### config.mk
export PLATFORM = sky130hd
export DESIGN_NAME = radio_link_poll_and_queue
export DESIGN_NICKNAME = d
export VERILOG_FILES = /design/src/link_pkg.sv /design/src/addr_filter.sv /design/src/radio_link_poll_and_queue.sv /design/src/tx_queue.sv
export SDC_FILE = /design/constraint.sdc
export NUM_CORES = 1
export LEC_CHECK = 0
export ABC_AREA = 1
export BUFFER_PORTS_ARGS = -buffer_cell sky130_fd_sc_hd__buf_2
export CORE_ASPECT_RATIO = 1.75
export CORE_UTILIZATION = 53
export CTS_CLUSTER_SIZE = 14
export DETAILED_ROUTE_END_ITERATION = 7
export HOLD_SLACK_MARGIN = 0.05
export PLACE_DENSITY = 0.77
export SLEW_MARGIN = 20
export SYNTH_ARGS = -nofsm -noshare
export SYNTH_HDL_FRONTEND = slang
export SYNTH_SLANG_ARGS = --single-unit
### constraint.sdc
create_clock -name clk -period 2.01 [get_ports clk]
set_input_delay 0.3015 -clock clk [delete_from_list [all_inputs] [get_ports clk]]
set_output_delay 0.3015 -clock clk [all_outputs]
set_load 0.03 [all_outputs]
### src/link_pkg.sv
package link_pkg;

  localparam int          ADDR_W          = 8;
  localparam logic [7:0]  BASE_UNIT_ADDR  = 8'h00;
  localparam logic [7:0]  FIRST_OUTSTN    = 8'h01;
  localparam logic [7:0]  MAX_OUTSTN      = 8'hfe;
  localparam logic [7:0]  BROADCAST_ADDR  = 8'hff;
  localparam logic [7:0]  OPEN_GROUP      = 8'h00;
  localparam logic [7:0]  ALARM_DEST      = 8'h00;

  // poll interval is counted in 100 ms ticks; 182 h fits in 23 bits
  localparam int          POLL_MAX_HOURS  = 182;
  localparam int          TICK_MS         = 100;
  localparam int          CLK_HZ          = 10_000_000;
  localparam int          TICK_CYC        = CLK_HZ / 1000 * TICK_MS;
  localparam int          POLL_MAX_TICKS  = POLL_MAX_HOURS * 3600 * 1000 / TICK_MS;
  localparam int          POLL_W          = $clog2(POLL_MAX_TICKS + 1);

  // default break gap in clock cycles, about three chars at 9600 baud
  localparam int          BREAK_CYC_DEF   = 31_250;
  localparam int          PREAMBLE_BYTES  = 4;
  localparam logic [7:0]  PREAMBLE_BYTE   = 8'h55;

  typedef enum logic [1:0] {
    Q_IMMEDIATE,
    Q_END_OF_MSG,
    Q_RATE_DEP
  } tx_queue_policy_t;

  typedef enum logic [1:0] {
    MODE_POLLED,
    MODE_DATA_ONLY
  } op_mode_t;

  typedef struct packed {
    logic [7:0] unit_address;
    logic [7:0] destination_address;
    logic [7:0] group_address;
    logic [POLL_W-1:0] poll_interval;
    logic [7:0] outstation_count;
  } addr_cfg_t;

  typedef struct packed {
    logic [7:0] src;
    logic [7:0] dst;
    logic [7:0] grp;
  } hdr_t;

endpackage : link_pkg

### src/addr_filter.sv
`timescale 1ns/1ps
module addr_filter
  import link_pkg::*;
(
  // local settings
  input  wire logic [7:0] unit_address,
  input  wire logic [7:0] group_address,
  // received header
  input  wire hdr_t       rx_hdr,
  output logic            accept
);

  wire open_local  = (group_address == OPEN_GROUP);
  wire open_remote = (rx_hdr.grp == OPEN_GROUP);
  wire grp_match   = (rx_hdr.grp == group_address);
  wire dst_match   = (rx_hdr.dst == unit_address) || (rx_hdr.dst == BROADCAST_ADDR);

  // open group on either side skips all address checks
  assign accept = open_local || open_remote || (grp_match && dst_match);

endmodule : addr_filter

### src/radio_link_poll_and_queue.sv
// What this block does
// - base polls units one through count contiguously
// - base waits poll interval between sequences
// - zero interval means continuous polling
// - poll interval reaches 182 hours
// - outstation raises no missing-poll condition
// - unit address zero makes the base
// - destination setting ignored while base polls
// - outstation alarms go to destination zero
// - data-only mode still filters on unit address or broadcast, no roles
// - destination 255 is broadcast within group
// - nonzero group inserted and must match unless received group is zero
// - group zero accepts everything, sends zero
// - packet mode retries, no alarm on exhaustion
// - immediate policy starts on one byte
// - wait transmitter ready, then preamble first
// - send until empty, new data retriggers
// - end-of-message policy starts on input break
// - rate-dependent policy picks immediate or break
// - flow control sender before overflow
// - outstation count used only at base
`timescale 1ns/1ps
module radio_link_poll_and_queue
  import link_pkg::*;
#(
  parameter int DEPTH     = 16,
  parameter int TICK_CNT  = TICK_CYC,
  parameter int BREAK_CNT = BREAK_CYC_DEF
) (
  // clock and reset
  input  wire logic              clk,
  input  wire logic              rst_n,
  // settings
  input  wire op_mode_t          op_mode,
  input  wire addr_cfg_t         cfg,
  input  wire tx_queue_policy_t  tx_queue_policy,
  input  wire logic              collected_data_port_select,
  input  wire logic              packet_over_air_mode,
  input  wire logic [3:0]        packet_retry_count,
  input  wire logic              port_rate_ge_air,
  input  wire logic              flow_ctrl_en,
  input  wire logic [23:0]       break_idle_cycles,
  // customer serial byte stream
  input  wire logic              ser_valid,
  input  wire logic [7:0]        ser_data,
  output logic                   ser_cts,
  // radio transmitter
  input  wire logic              radio_tx_ready,
  input  wire logic              radio_ack,
  input  wire logic              radio_ack_timeout,
  output logic                   air_valid,
  output logic [7:0]             air_data,
  output hdr_t                   air_hdr,
  output logic                   air_keyed,
  // poll requests and alarms
  input  wire logic              poll_done,
  input  wire logic              alarm_req,
  output logic                   poll_req,
  output logic [7:0]             poll_target,
  // radio receive
  input  wire logic              rx_valid,
  input  wire hdr_t              rx_hdr,
  input  wire logic [7:0]        rx_data,
  output logic                   rx_to_port_a,
  output logic                   rx_to_port_b,
  output logic [7:0]             rx_out_data,
  output logic                   is_base,
  output logic                   retry_exhausted
);

  initial begin
    if (DEPTH < 2) $error("DEPTH too small");
    if (TICK_CNT < 1 || BREAK_CNT < 1) $error("counts must be positive");
  end

  // ---------------- role and addressing
  wire polled    = (op_mode == MODE_POLLED);
  wire base_role = polled && (cfg.unit_address == BASE_UNIT_ADDR);
  wire accept;

  addr_filter u_filt (
    .unit_address  (cfg.unit_address),
    .group_address (cfg.group_address),
    .rx_hdr        (rx_hdr),
    .accept        (accept)
  );

  // ---------------- poll sequencer
  typedef enum logic [1:0] {P_IDLE, P_POLL, P_WAIT_RSP, P_GAP} poll_st_t;
  poll_st_t          pst_q, pst_d;
  logic [7:0]        tgt_q, tgt_d;
  logic [31:0]       tick_q;
  logic [POLL_W-1:0] gap_q;
  logic              preq_q;

  wire count_ok  = (cfg.outstation_count != 8'h00) && (cfg.outstation_count <= MAX_OUTSTN);
  wire last_unit = (tgt_q >= cfg.outstation_count);
  wire tick      = (tick_q == 32'(TICK_CNT - 1));
  wire gap_done  = (gap_q >= cfg.poll_interval);

  always_comb begin
    pst_d = pst_q;
    tgt_d = tgt_q;
    case (pst_q)
      P_IDLE:     if (base_role && count_ok) begin
        pst_d = P_POLL;
        tgt_d = FIRST_OUTSTN;
      end
      P_POLL:     pst_d = P_WAIT_RSP;
      P_WAIT_RSP: if (!base_role) pst_d = P_IDLE;
        else if (poll_done) begin
          if (!last_unit) begin
            tgt_d = tgt_q + 8'h01;
            pst_d = P_POLL;
          end else if (cfg.poll_interval == '0) begin
            tgt_d = FIRST_OUTSTN;
            pst_d = P_POLL;
          end else begin
            pst_d = P_GAP;
          end
        end
      P_GAP:      if (!base_role) pst_d = P_IDLE;
        else if (gap_done) begin
          tgt_d = FIRST_OUTSTN;
          pst_d = P_POLL;
        end
      default:    pst_d = P_IDLE;
    endcase
  end

  always_ff @(posedge clk or negedge rst_n) begin
    if (!rst_n) begin
      pst_q  <= P_IDLE;
      tgt_q  <= FIRST_OUTSTN;
      preq_q <= 1'b0;
    end else begin
      pst_q  <= pst_d;
      tgt_q  <= tgt_d;
      preq_q <= (pst_d == P_POLL);
    end
  end

  // 100 ms tick and gap counter, only live in the gap state
  always_ff @(posedge clk or negedge rst_n) begin
    if (!rst_n) begin
      tick_q <= '0;
      gap_q  <= '0;
    end else if (pst_q != P_GAP) begin
      tick_q <= '0;
      gap_q  <= '0;
    end else begin
      tick_q <= tick ? '0 : tick_q + 32'd1;
      if (tick) gap_q <= gap_q + 1'b1;
    end
  end

  assign poll_req    = preq_q;
  assign poll_target = tgt_q;
  // outstations have no poll supervision at all, so no alarm output exists

  // ---------------- break detector on serial input
  logic [23:0] idle_q;
  logic        brk_q;
  wire [23:0]  brk_lim = (break_idle_cycles != '0) ? break_idle_cycles : 24'(BREAK_CNT);

  always_ff @(posedge clk or negedge rst_n) begin
    if (!rst_n) begin
      idle_q <= '0;
      brk_q  <= 1'b0;
    end else if (ser_valid) begin
      idle_q <= '0;
      brk_q  <= 1'b0;
    end else if (idle_q < brk_lim) begin
      idle_q <= idle_q + 24'd1;
      brk_q  <= (idle_q + 24'd1 == brk_lim);
    end else begin
      brk_q  <= 1'b0;
    end
  end

  // a full buffer with flow control on is itself a break, since the sender stalls
  logic q_in_ready;
  logic q_empty;
  logic q_out_valid;
  logic [7:0] q_out_data;
  logic q_pop;

  wire use_immediate = (tx_queue_policy == Q_IMMEDIATE) ||
                       (tx_queue_policy == Q_RATE_DEP && port_rate_ge_air);
  wire trig_break    = brk_q || (!q_in_ready && flow_ctrl_en);
  wire trig          = !q_empty && (use_immediate || trig_break);

  tx_queue #(.DEPTH(DEPTH)) u_q (
    .clk       (clk),
    .rst_n     (rst_n),
    .in_valid  (ser_valid),
    .in_data   (ser_data),
    .in_ready  (q_in_ready),
    .out_valid (q_out_valid),
    .out_data  (q_out_data),
    .out_ready (q_pop),
    .empty     (q_empty)
  );

  // ---------------- transmit sequencer
  typedef enum logic [1:0] {T_IDLE, T_KEY, T_PRE, T_DATA} tx_st_t;
  tx_st_t     tst_q;
  logic [2:0] pre_q;
  logic       cts_q;
  logic       av_q;
  logic [7:0] ad_q;
  logic       key_q;

  wire send_data = (tst_q == T_DATA) && q_out_valid && radio_tx_ready;
  assign q_pop   = send_data;
  wire pre_last  = (pre_q == 3'(PREAMBLE_BYTES - 1));

  always_ff @(posedge clk or negedge rst_n) begin
    if (!rst_n) begin
      tst_q <= T_IDLE;
      pre_q <= '0;
    end else begin
      case (tst_q)
        T_IDLE: if (trig) tst_q <= T_KEY;
        T_KEY:  if (radio_tx_ready) begin
          tst_q <= T_PRE;
          pre_q <= '0;
        end
        T_PRE:  if (radio_tx_ready) begin
          pre_q <= pre_q + 3'd1;
          if (pre_last) tst_q <= T_DATA;
        end
        T_DATA: if (q_empty) tst_q <= T_IDLE;
        default: tst_q <= T_IDLE;
      endcase
    end
  end

  // outgoing header: polls go to the target, alarms to base, outstation replies to the sender, else configured dest
  hdr_t hdr_d;
  always_comb begin
    hdr_d.src = cfg.unit_address;
    hdr_d.grp = cfg.group_address;
    if (base_role && pst_q != P_IDLE)
      hdr_d.dst = tgt_q;
    else if (polled && !base_role && alarm_req)
      hdr_d.dst = ALARM_DEST;
    else if (polled && !base_role && rx_valid && accept)
      hdr_d.dst = rx_hdr.src;
    else
      hdr_d.dst = cfg.destination_address;
  end

  // ---------------- packet retries
  logic [3:0] try_q;
  logic       exh_q;
  always_ff @(posedge clk or negedge rst_n) begin
    if (!rst_n) begin
      try_q <= '0;
      exh_q <= 1'b0;
    end else if (!packet_over_air_mode || radio_ack || tst_q == T_IDLE) begin
      try_q <= '0;
      exh_q <= 1'b0;
    end else if (radio_ack_timeout) begin
      if (try_q < packet_retry_count) try_q <= try_q + 4'd1;
      else exh_q <= 1'b1;
    end
  end

  // ---------------- outputs, all registered
  logic       rxa_q;
  logic       rxb_q;
  logic [7:0] rxd_q;
  logic       base_q;
  hdr_t       hdr_q;

  wire rx_ok = rx_valid && accept;
  wire to_b  = base_role && collected_data_port_select;

  always_ff @(posedge clk or negedge rst_n) begin
    if (!rst_n) begin
      cts_q  <= 1'b0;
      av_q   <= 1'b0;
      ad_q   <= '0;
      key_q  <= 1'b0;
      rxa_q  <= 1'b0;
      rxb_q  <= 1'b0;
      rxd_q  <= '0;
      base_q <= 1'b0;
      hdr_q  <= '0;
    end else begin
      // without flow control bytes at a full buffer are dropped by the queue
      cts_q  <= flow_ctrl_en ? q_in_ready : 1'b1;
      av_q   <= (tst_q == T_PRE && radio_tx_ready) || send_data;
      ad_q   <= (tst_q == T_PRE) ? PREAMBLE_BYTE : q_out_data;
      key_q  <= (tst_q != T_IDLE);
      rxa_q  <= rx_ok && !to_b;
      rxb_q  <= rx_ok && to_b;
      rxd_q  <= rx_data;
      base_q <= base_role;
      hdr_q  <= hdr_d;
    end
  end

  assign ser_cts         = cts_q;
  assign air_valid       = av_q;
  assign air_data        = ad_q;
  assign air_keyed       = key_q;
  assign air_hdr         = hdr_q;
  assign rx_to_port_a    = rxa_q;
  assign rx_to_port_b    = rxb_q;
  assign rx_out_data     = rxd_q;
  assign is_base         = base_q;
  assign retry_exhausted = exh_q;

endmodule : radio_link_poll_and_queue

### src/tx_queue.sv
`timescale 1ns/1ps
module tx_queue
  import link_pkg::*;
#(
  parameter int DEPTH = 16
) (
  // clock and reset
  input  wire logic       clk,
  input  wire logic       rst_n,
  // fill side
  input  wire logic       in_valid,
  input  wire logic [7:0] in_data,
  output logic            in_ready,
  // drain side
  output logic            out_valid,
  output logic [7:0]      out_data,
  input  wire logic       out_ready,
  output logic            empty
);

  localparam int AW = $clog2(DEPTH);

  initial begin
    if (DEPTH < 2 || (DEPTH & (DEPTH - 1)) != 0) $error("tx_queue: DEPTH must be power of 2");
  end

  logic [7:0]  mem_q [DEPTH];
  logic [AW:0] wr_q;
  logic [AW:0] rd_q;

  wire full = (wr_q[AW] != rd_q[AW]) && (wr_q[AW-1:0] == rd_q[AW-1:0]);
  wire push = in_valid && !full;
  wire pop  = out_valid && out_ready;

  assign in_ready  = !full;
  assign empty     = (wr_q == rd_q);
  assign out_valid = !empty;
  assign out_data  = mem_q[rd_q[AW-1:0]];

  always_ff @(posedge clk or negedge rst_n) begin
    if (!rst_n) begin
      wr_q <= '0;
      rd_q <= '0;
    end else begin
      if (push) wr_q <= wr_q + 1'b1;
      if (pop)  rd_q <= rd_q + 1'b1;
    end
  end

  always_ff @(posedge clk) begin
    if (push) mem_q[wr_q[AW-1:0]] <= in_data;
  end

endmodule : tx_queue
==> qor.yml <==
global_routing:
  wire_length_of_the_first_global_routing_pass_mm: 70.7
  grt.overflow.total: 0
  antenna_found_initial: 2
  grt_max_degree: 67
  globalRouteTotalUtil: 0.299
  number_of_global_route_vias_before_repair: 14300
clock_network:
  path_clk_slew_ns: 0.07
  h_tree_levels: 1
  cts_tree: "built"
  cts_inserted_buffers: 27
  clock_latency_ns: 0.56
  cts_root_buf: "sky130_fd_sc_hd__clkbuf_16"
  clock-sinks: 285
  clock_tree.buffer_depth: 3
run_status:
  violations: "setup timing"
  outcome: "finished with violations"
run:
  max_cap_violations: 0
timing:
  postLayoutSetupSlackWorst_ns: -0.284
  report.final.setup_viol: 25
  worst-slew-pin-transition_ns: 0.671
  timing.final.crit_share: 1.14
  fmax_mhz: 436
  clock-skew-final_ns: 0.0279
  max-slew-margin-rel: 0.553
  setup_repair_after_global_routing_missed_its_margin: "yes"
  min_period_ns: 2.29
  finalHoldViolations: 0
  slew_viol_final: 0
  totalNegativeSetupSlack_ns: -6.14
synth:
  synth.lib_cells_used.distinct: 54
  synthesis.instances: 1782
  synth_area_per_cell_um2: 8.74
  synthesis.nets: 1996
  synthArstFlopShare: 0.551
  yosys_most_used_dff: "sky130_fd_sc_hd__dfrtp_1"
  synth_edf_count: 128
  synthesis.area_mm2: 0.0156
  synth.yosys.seq_area_share: 0.499
  ys.warnings.count: 0
  ys_ff_latch: 285
drt:
  post-route-drc-count: 0
  postRouteAntennaNets: 0
  wl_mm: 49.6
  drtPass1Iterations: 7
  initialDrtViolationCount: 1112
  num_vias: 15000
  average_via_count_per_standard_cell: 5.74
  wl_per_cell_um: 19.0
critical_path:
  reg2reg_depth: 13
  cp_slowest_stage_delay_ns: 0.28
  worst_setup_path_start_kind: "input port"
  critical_path.endpoint_type: "flop"
  critPathArrivalTime_ns: 2.79
  timing.rr.end: "brk_q"
  worstPathMaxFanout: 5
  crit_slowest_cell: "sky130_fd_sc_hd__ha_4"
  criticalPathCategory: "input port to flop"
  cp.required_ns: 2.51
  setup.reg_to_reg.worst_slack_ns: -0.19
  reg2reg_from: "idle_q[9]"
  timing.critical_path.cells: "buf_6 > nor2_4 > nand2_2 > nor2_4 > nand3_4 > nand2_2 > inv_1 > ha_4 > nand2_2 > o21ai_1 > nand2_1 > o211ai_1 > nand2_1 > nand2_4 > nor2_4 > buf_12 > nor2_4 > clkbuf_16 > nand2_2 > o21ai_1"
floorplanning:
  start_util: 0.542
  row_count: 82
  chip_height_um: 229
  die_area_mm2: 0.0301
  core_area_mm2: 0.0287
  number_of_i_o_pins: 196
  die_width_um: 132
min_path:
  min_delay_startpoint: "cfg[39]"
  holdCritPathClass: "input port to flop"
  min_path_cells: 5
  timing.hold.worst_endpoint: "air_hdr[8]"
placed_design:
  dp_worst_setup_slack_ns: -0.987
  globalplace.congestion: 0.972
  dp_hpwl_mm: 33.6
  port_buffer_count: 195
  placed_cells: 2467
finish:
  area.sequential_mm2: 0.00779
  layout_commonest_cell: "sky130_fd_sc_hd__nand2_1"
  multi_input_gate_area_mm2: 0.00794
  final.fill_count: 1996
  num-nets-final: 2420
  most_frequent_cells_in_the_layout: "sky130_fd_sc_hd__nand2_1 (310), sky130_fd_sc_hd__nor2_1 (194), sky130_fd_sc_hd__inv_1 (193)"
  syn2layout_area_growth_pct: 35.0
  stdcell_count: 2606
  drive_above_1_share: 0.316
power_and_ir_drop:
  vdd_ir_drop_max_mv: 0.863
  p_leak_nw: 9.34
  power_per_cell_area_mw_per_mm2: 827
==> synth_stat cells (19+ instances only) <==
library cell / count / area share
sky130_fd_sc_hd__a21oi_1: 52 / 0.017
sky130_fd_sc_hd__o22ai_1: 19 / 0.0076
sky130_fd_sc_hd__edfxtp_1: 128 / 0.25
sky130_fd_sc_hd__nand3_1: 99 / 0.032
sky130_fd_sc_hd__dfrtp_1: 156 / 0.25
sky130_fd_sc_hd__nand2_1: 373 / 0.090
sky130_fd_sc_hd__clkbuf_1: 28 / 0.0067
sky130_fd_sc_hd__nor2_1: 238 / 0.057
sky130_fd_sc_hd__nand4_1: 61 / 0.025
sky130_fd_sc_hd__nor3_1: 36 / 0.012
sky130_fd_sc_hd__ha_1: 74 / 0.059
sky130_fd_sc_hd__o21ai_0: 111 / 0.036
sky130_fd_sc_hd__xor2_1: 40 / 0.022
sky130_fd_sc_hd__inv_1: 203 / 0.049
==> repair_timing <==
item | in CTS | in global routing
setup buffers | 12 | 44
pin swaps | 28 | 90
setup endpoints to repair | 155 | 178
gates cloned | 3 | 0
resized for setup | 68 | 212
hold buffers | 30 | 0
endpoints found under the hold margin | 186 | 0
==> cell families (layout without fill, tap and decap cells) <==
logic type,after synthesis,count (layout),share of synthesized area
simple gates,892,894,0.264
flops,285,285,0.499
buf+inv,248,691,0.0613
compound gates,227,227,0.0825
fa+ha+maj,74,74,0.0595
xor+xnor,56,56,0.0333
other cells,0,1,0
==> how the worst max path moves through the flow <==
stage	from	to	slack [ns]	cells past startpoint
floorplan	break_idle_cycles[4]	idle_q[3]	-0.12	19
global placement	break_idle_cycles[0]	idle_q[10]	-0.88	18
detailed placement	break_idle_cycles[0]	idle_q[15]	-0.99	16
CTS	u_q.rd_q[2]	u_q.mem_q[13][1]	-0.23	7
global route	break_idle_cycles[0]	idle_q[11]	-0.37	20
finish	break_idle_cycles[0]	idle_q[17]	-0.28	20
==> routing by layer <==
layer | part of all wire | wire, um | vias to the layer above | GRT usage
met4 | 0.070 | 3490 | 4 | 0.189
met1 | 0.33 | 16300 | 7121 | 0.302
li1 | - | - | 6848 | -
met5 | 0.00046 | 23 | - | 0
met3 | 0.068 | 3370 | 244 | 0.0410
met2 | 0.53 | 26400 | 740 | 0.568
==> report_power, final <==
group          internal [mW]  leakage (nW)  switching [mW]
clock                   2.79         0.407            2.28
sequential              6.69          3.17           0.255
combinational           1.92          5.76            3.45
total                   11.4          9.34            5.99
==> worst max-delay path: cells and delay by family <==
kind	cells	cell delay, ns
simple gates	12	1.36
buf+inv	4	0.49
compound gates	3	0.33
fa+ha+maj	1	0.28
==> cell type report <==
cell class / instances / share of cell area
diodes: 1 / 0.000119
repair buffers: 432 / 0.151
clock buffers: 37 / 0.0344
well taps: 378 / 0.0225
multi-input cells: 1251 / 0.378
inverters: 209 / 0.0374
clock inverters: 13 / 0.00607
flip-flops and latches: 285 / 0.371
==> flip-flops by register name, summed over array words and instances (netlist names), 8 cells and up <==
| signal | cells |
|---|---|
| u_q.mem_q | 128 |
| tick_q | 32 |
| air_hdr | 24 |
| idle_q | 24 |
| gap_q | 23 |
| air_data | 8 |
| poll_target | 8 |
| rx_out_data | 8 |
==> stage by stage <==
step | hold slack, ns | utilization | power [mW] | cell area (um^2)
finish | 0.0797 | 0.732 | 17.4 | 21000
global route | 0.106 | 0.732 | 18.1 | 21000
CTS | 0.0700 | 0.686 | 16.8 | 19700
detailed placement | 0.229 | 0.631 | 11.6 | 18100
global placement | 0.232 | 0.631 | 11.4 | 18100
floorplan | 0.00591 | - | 9.77 | 15700
(Power assumes the default switching activity.)
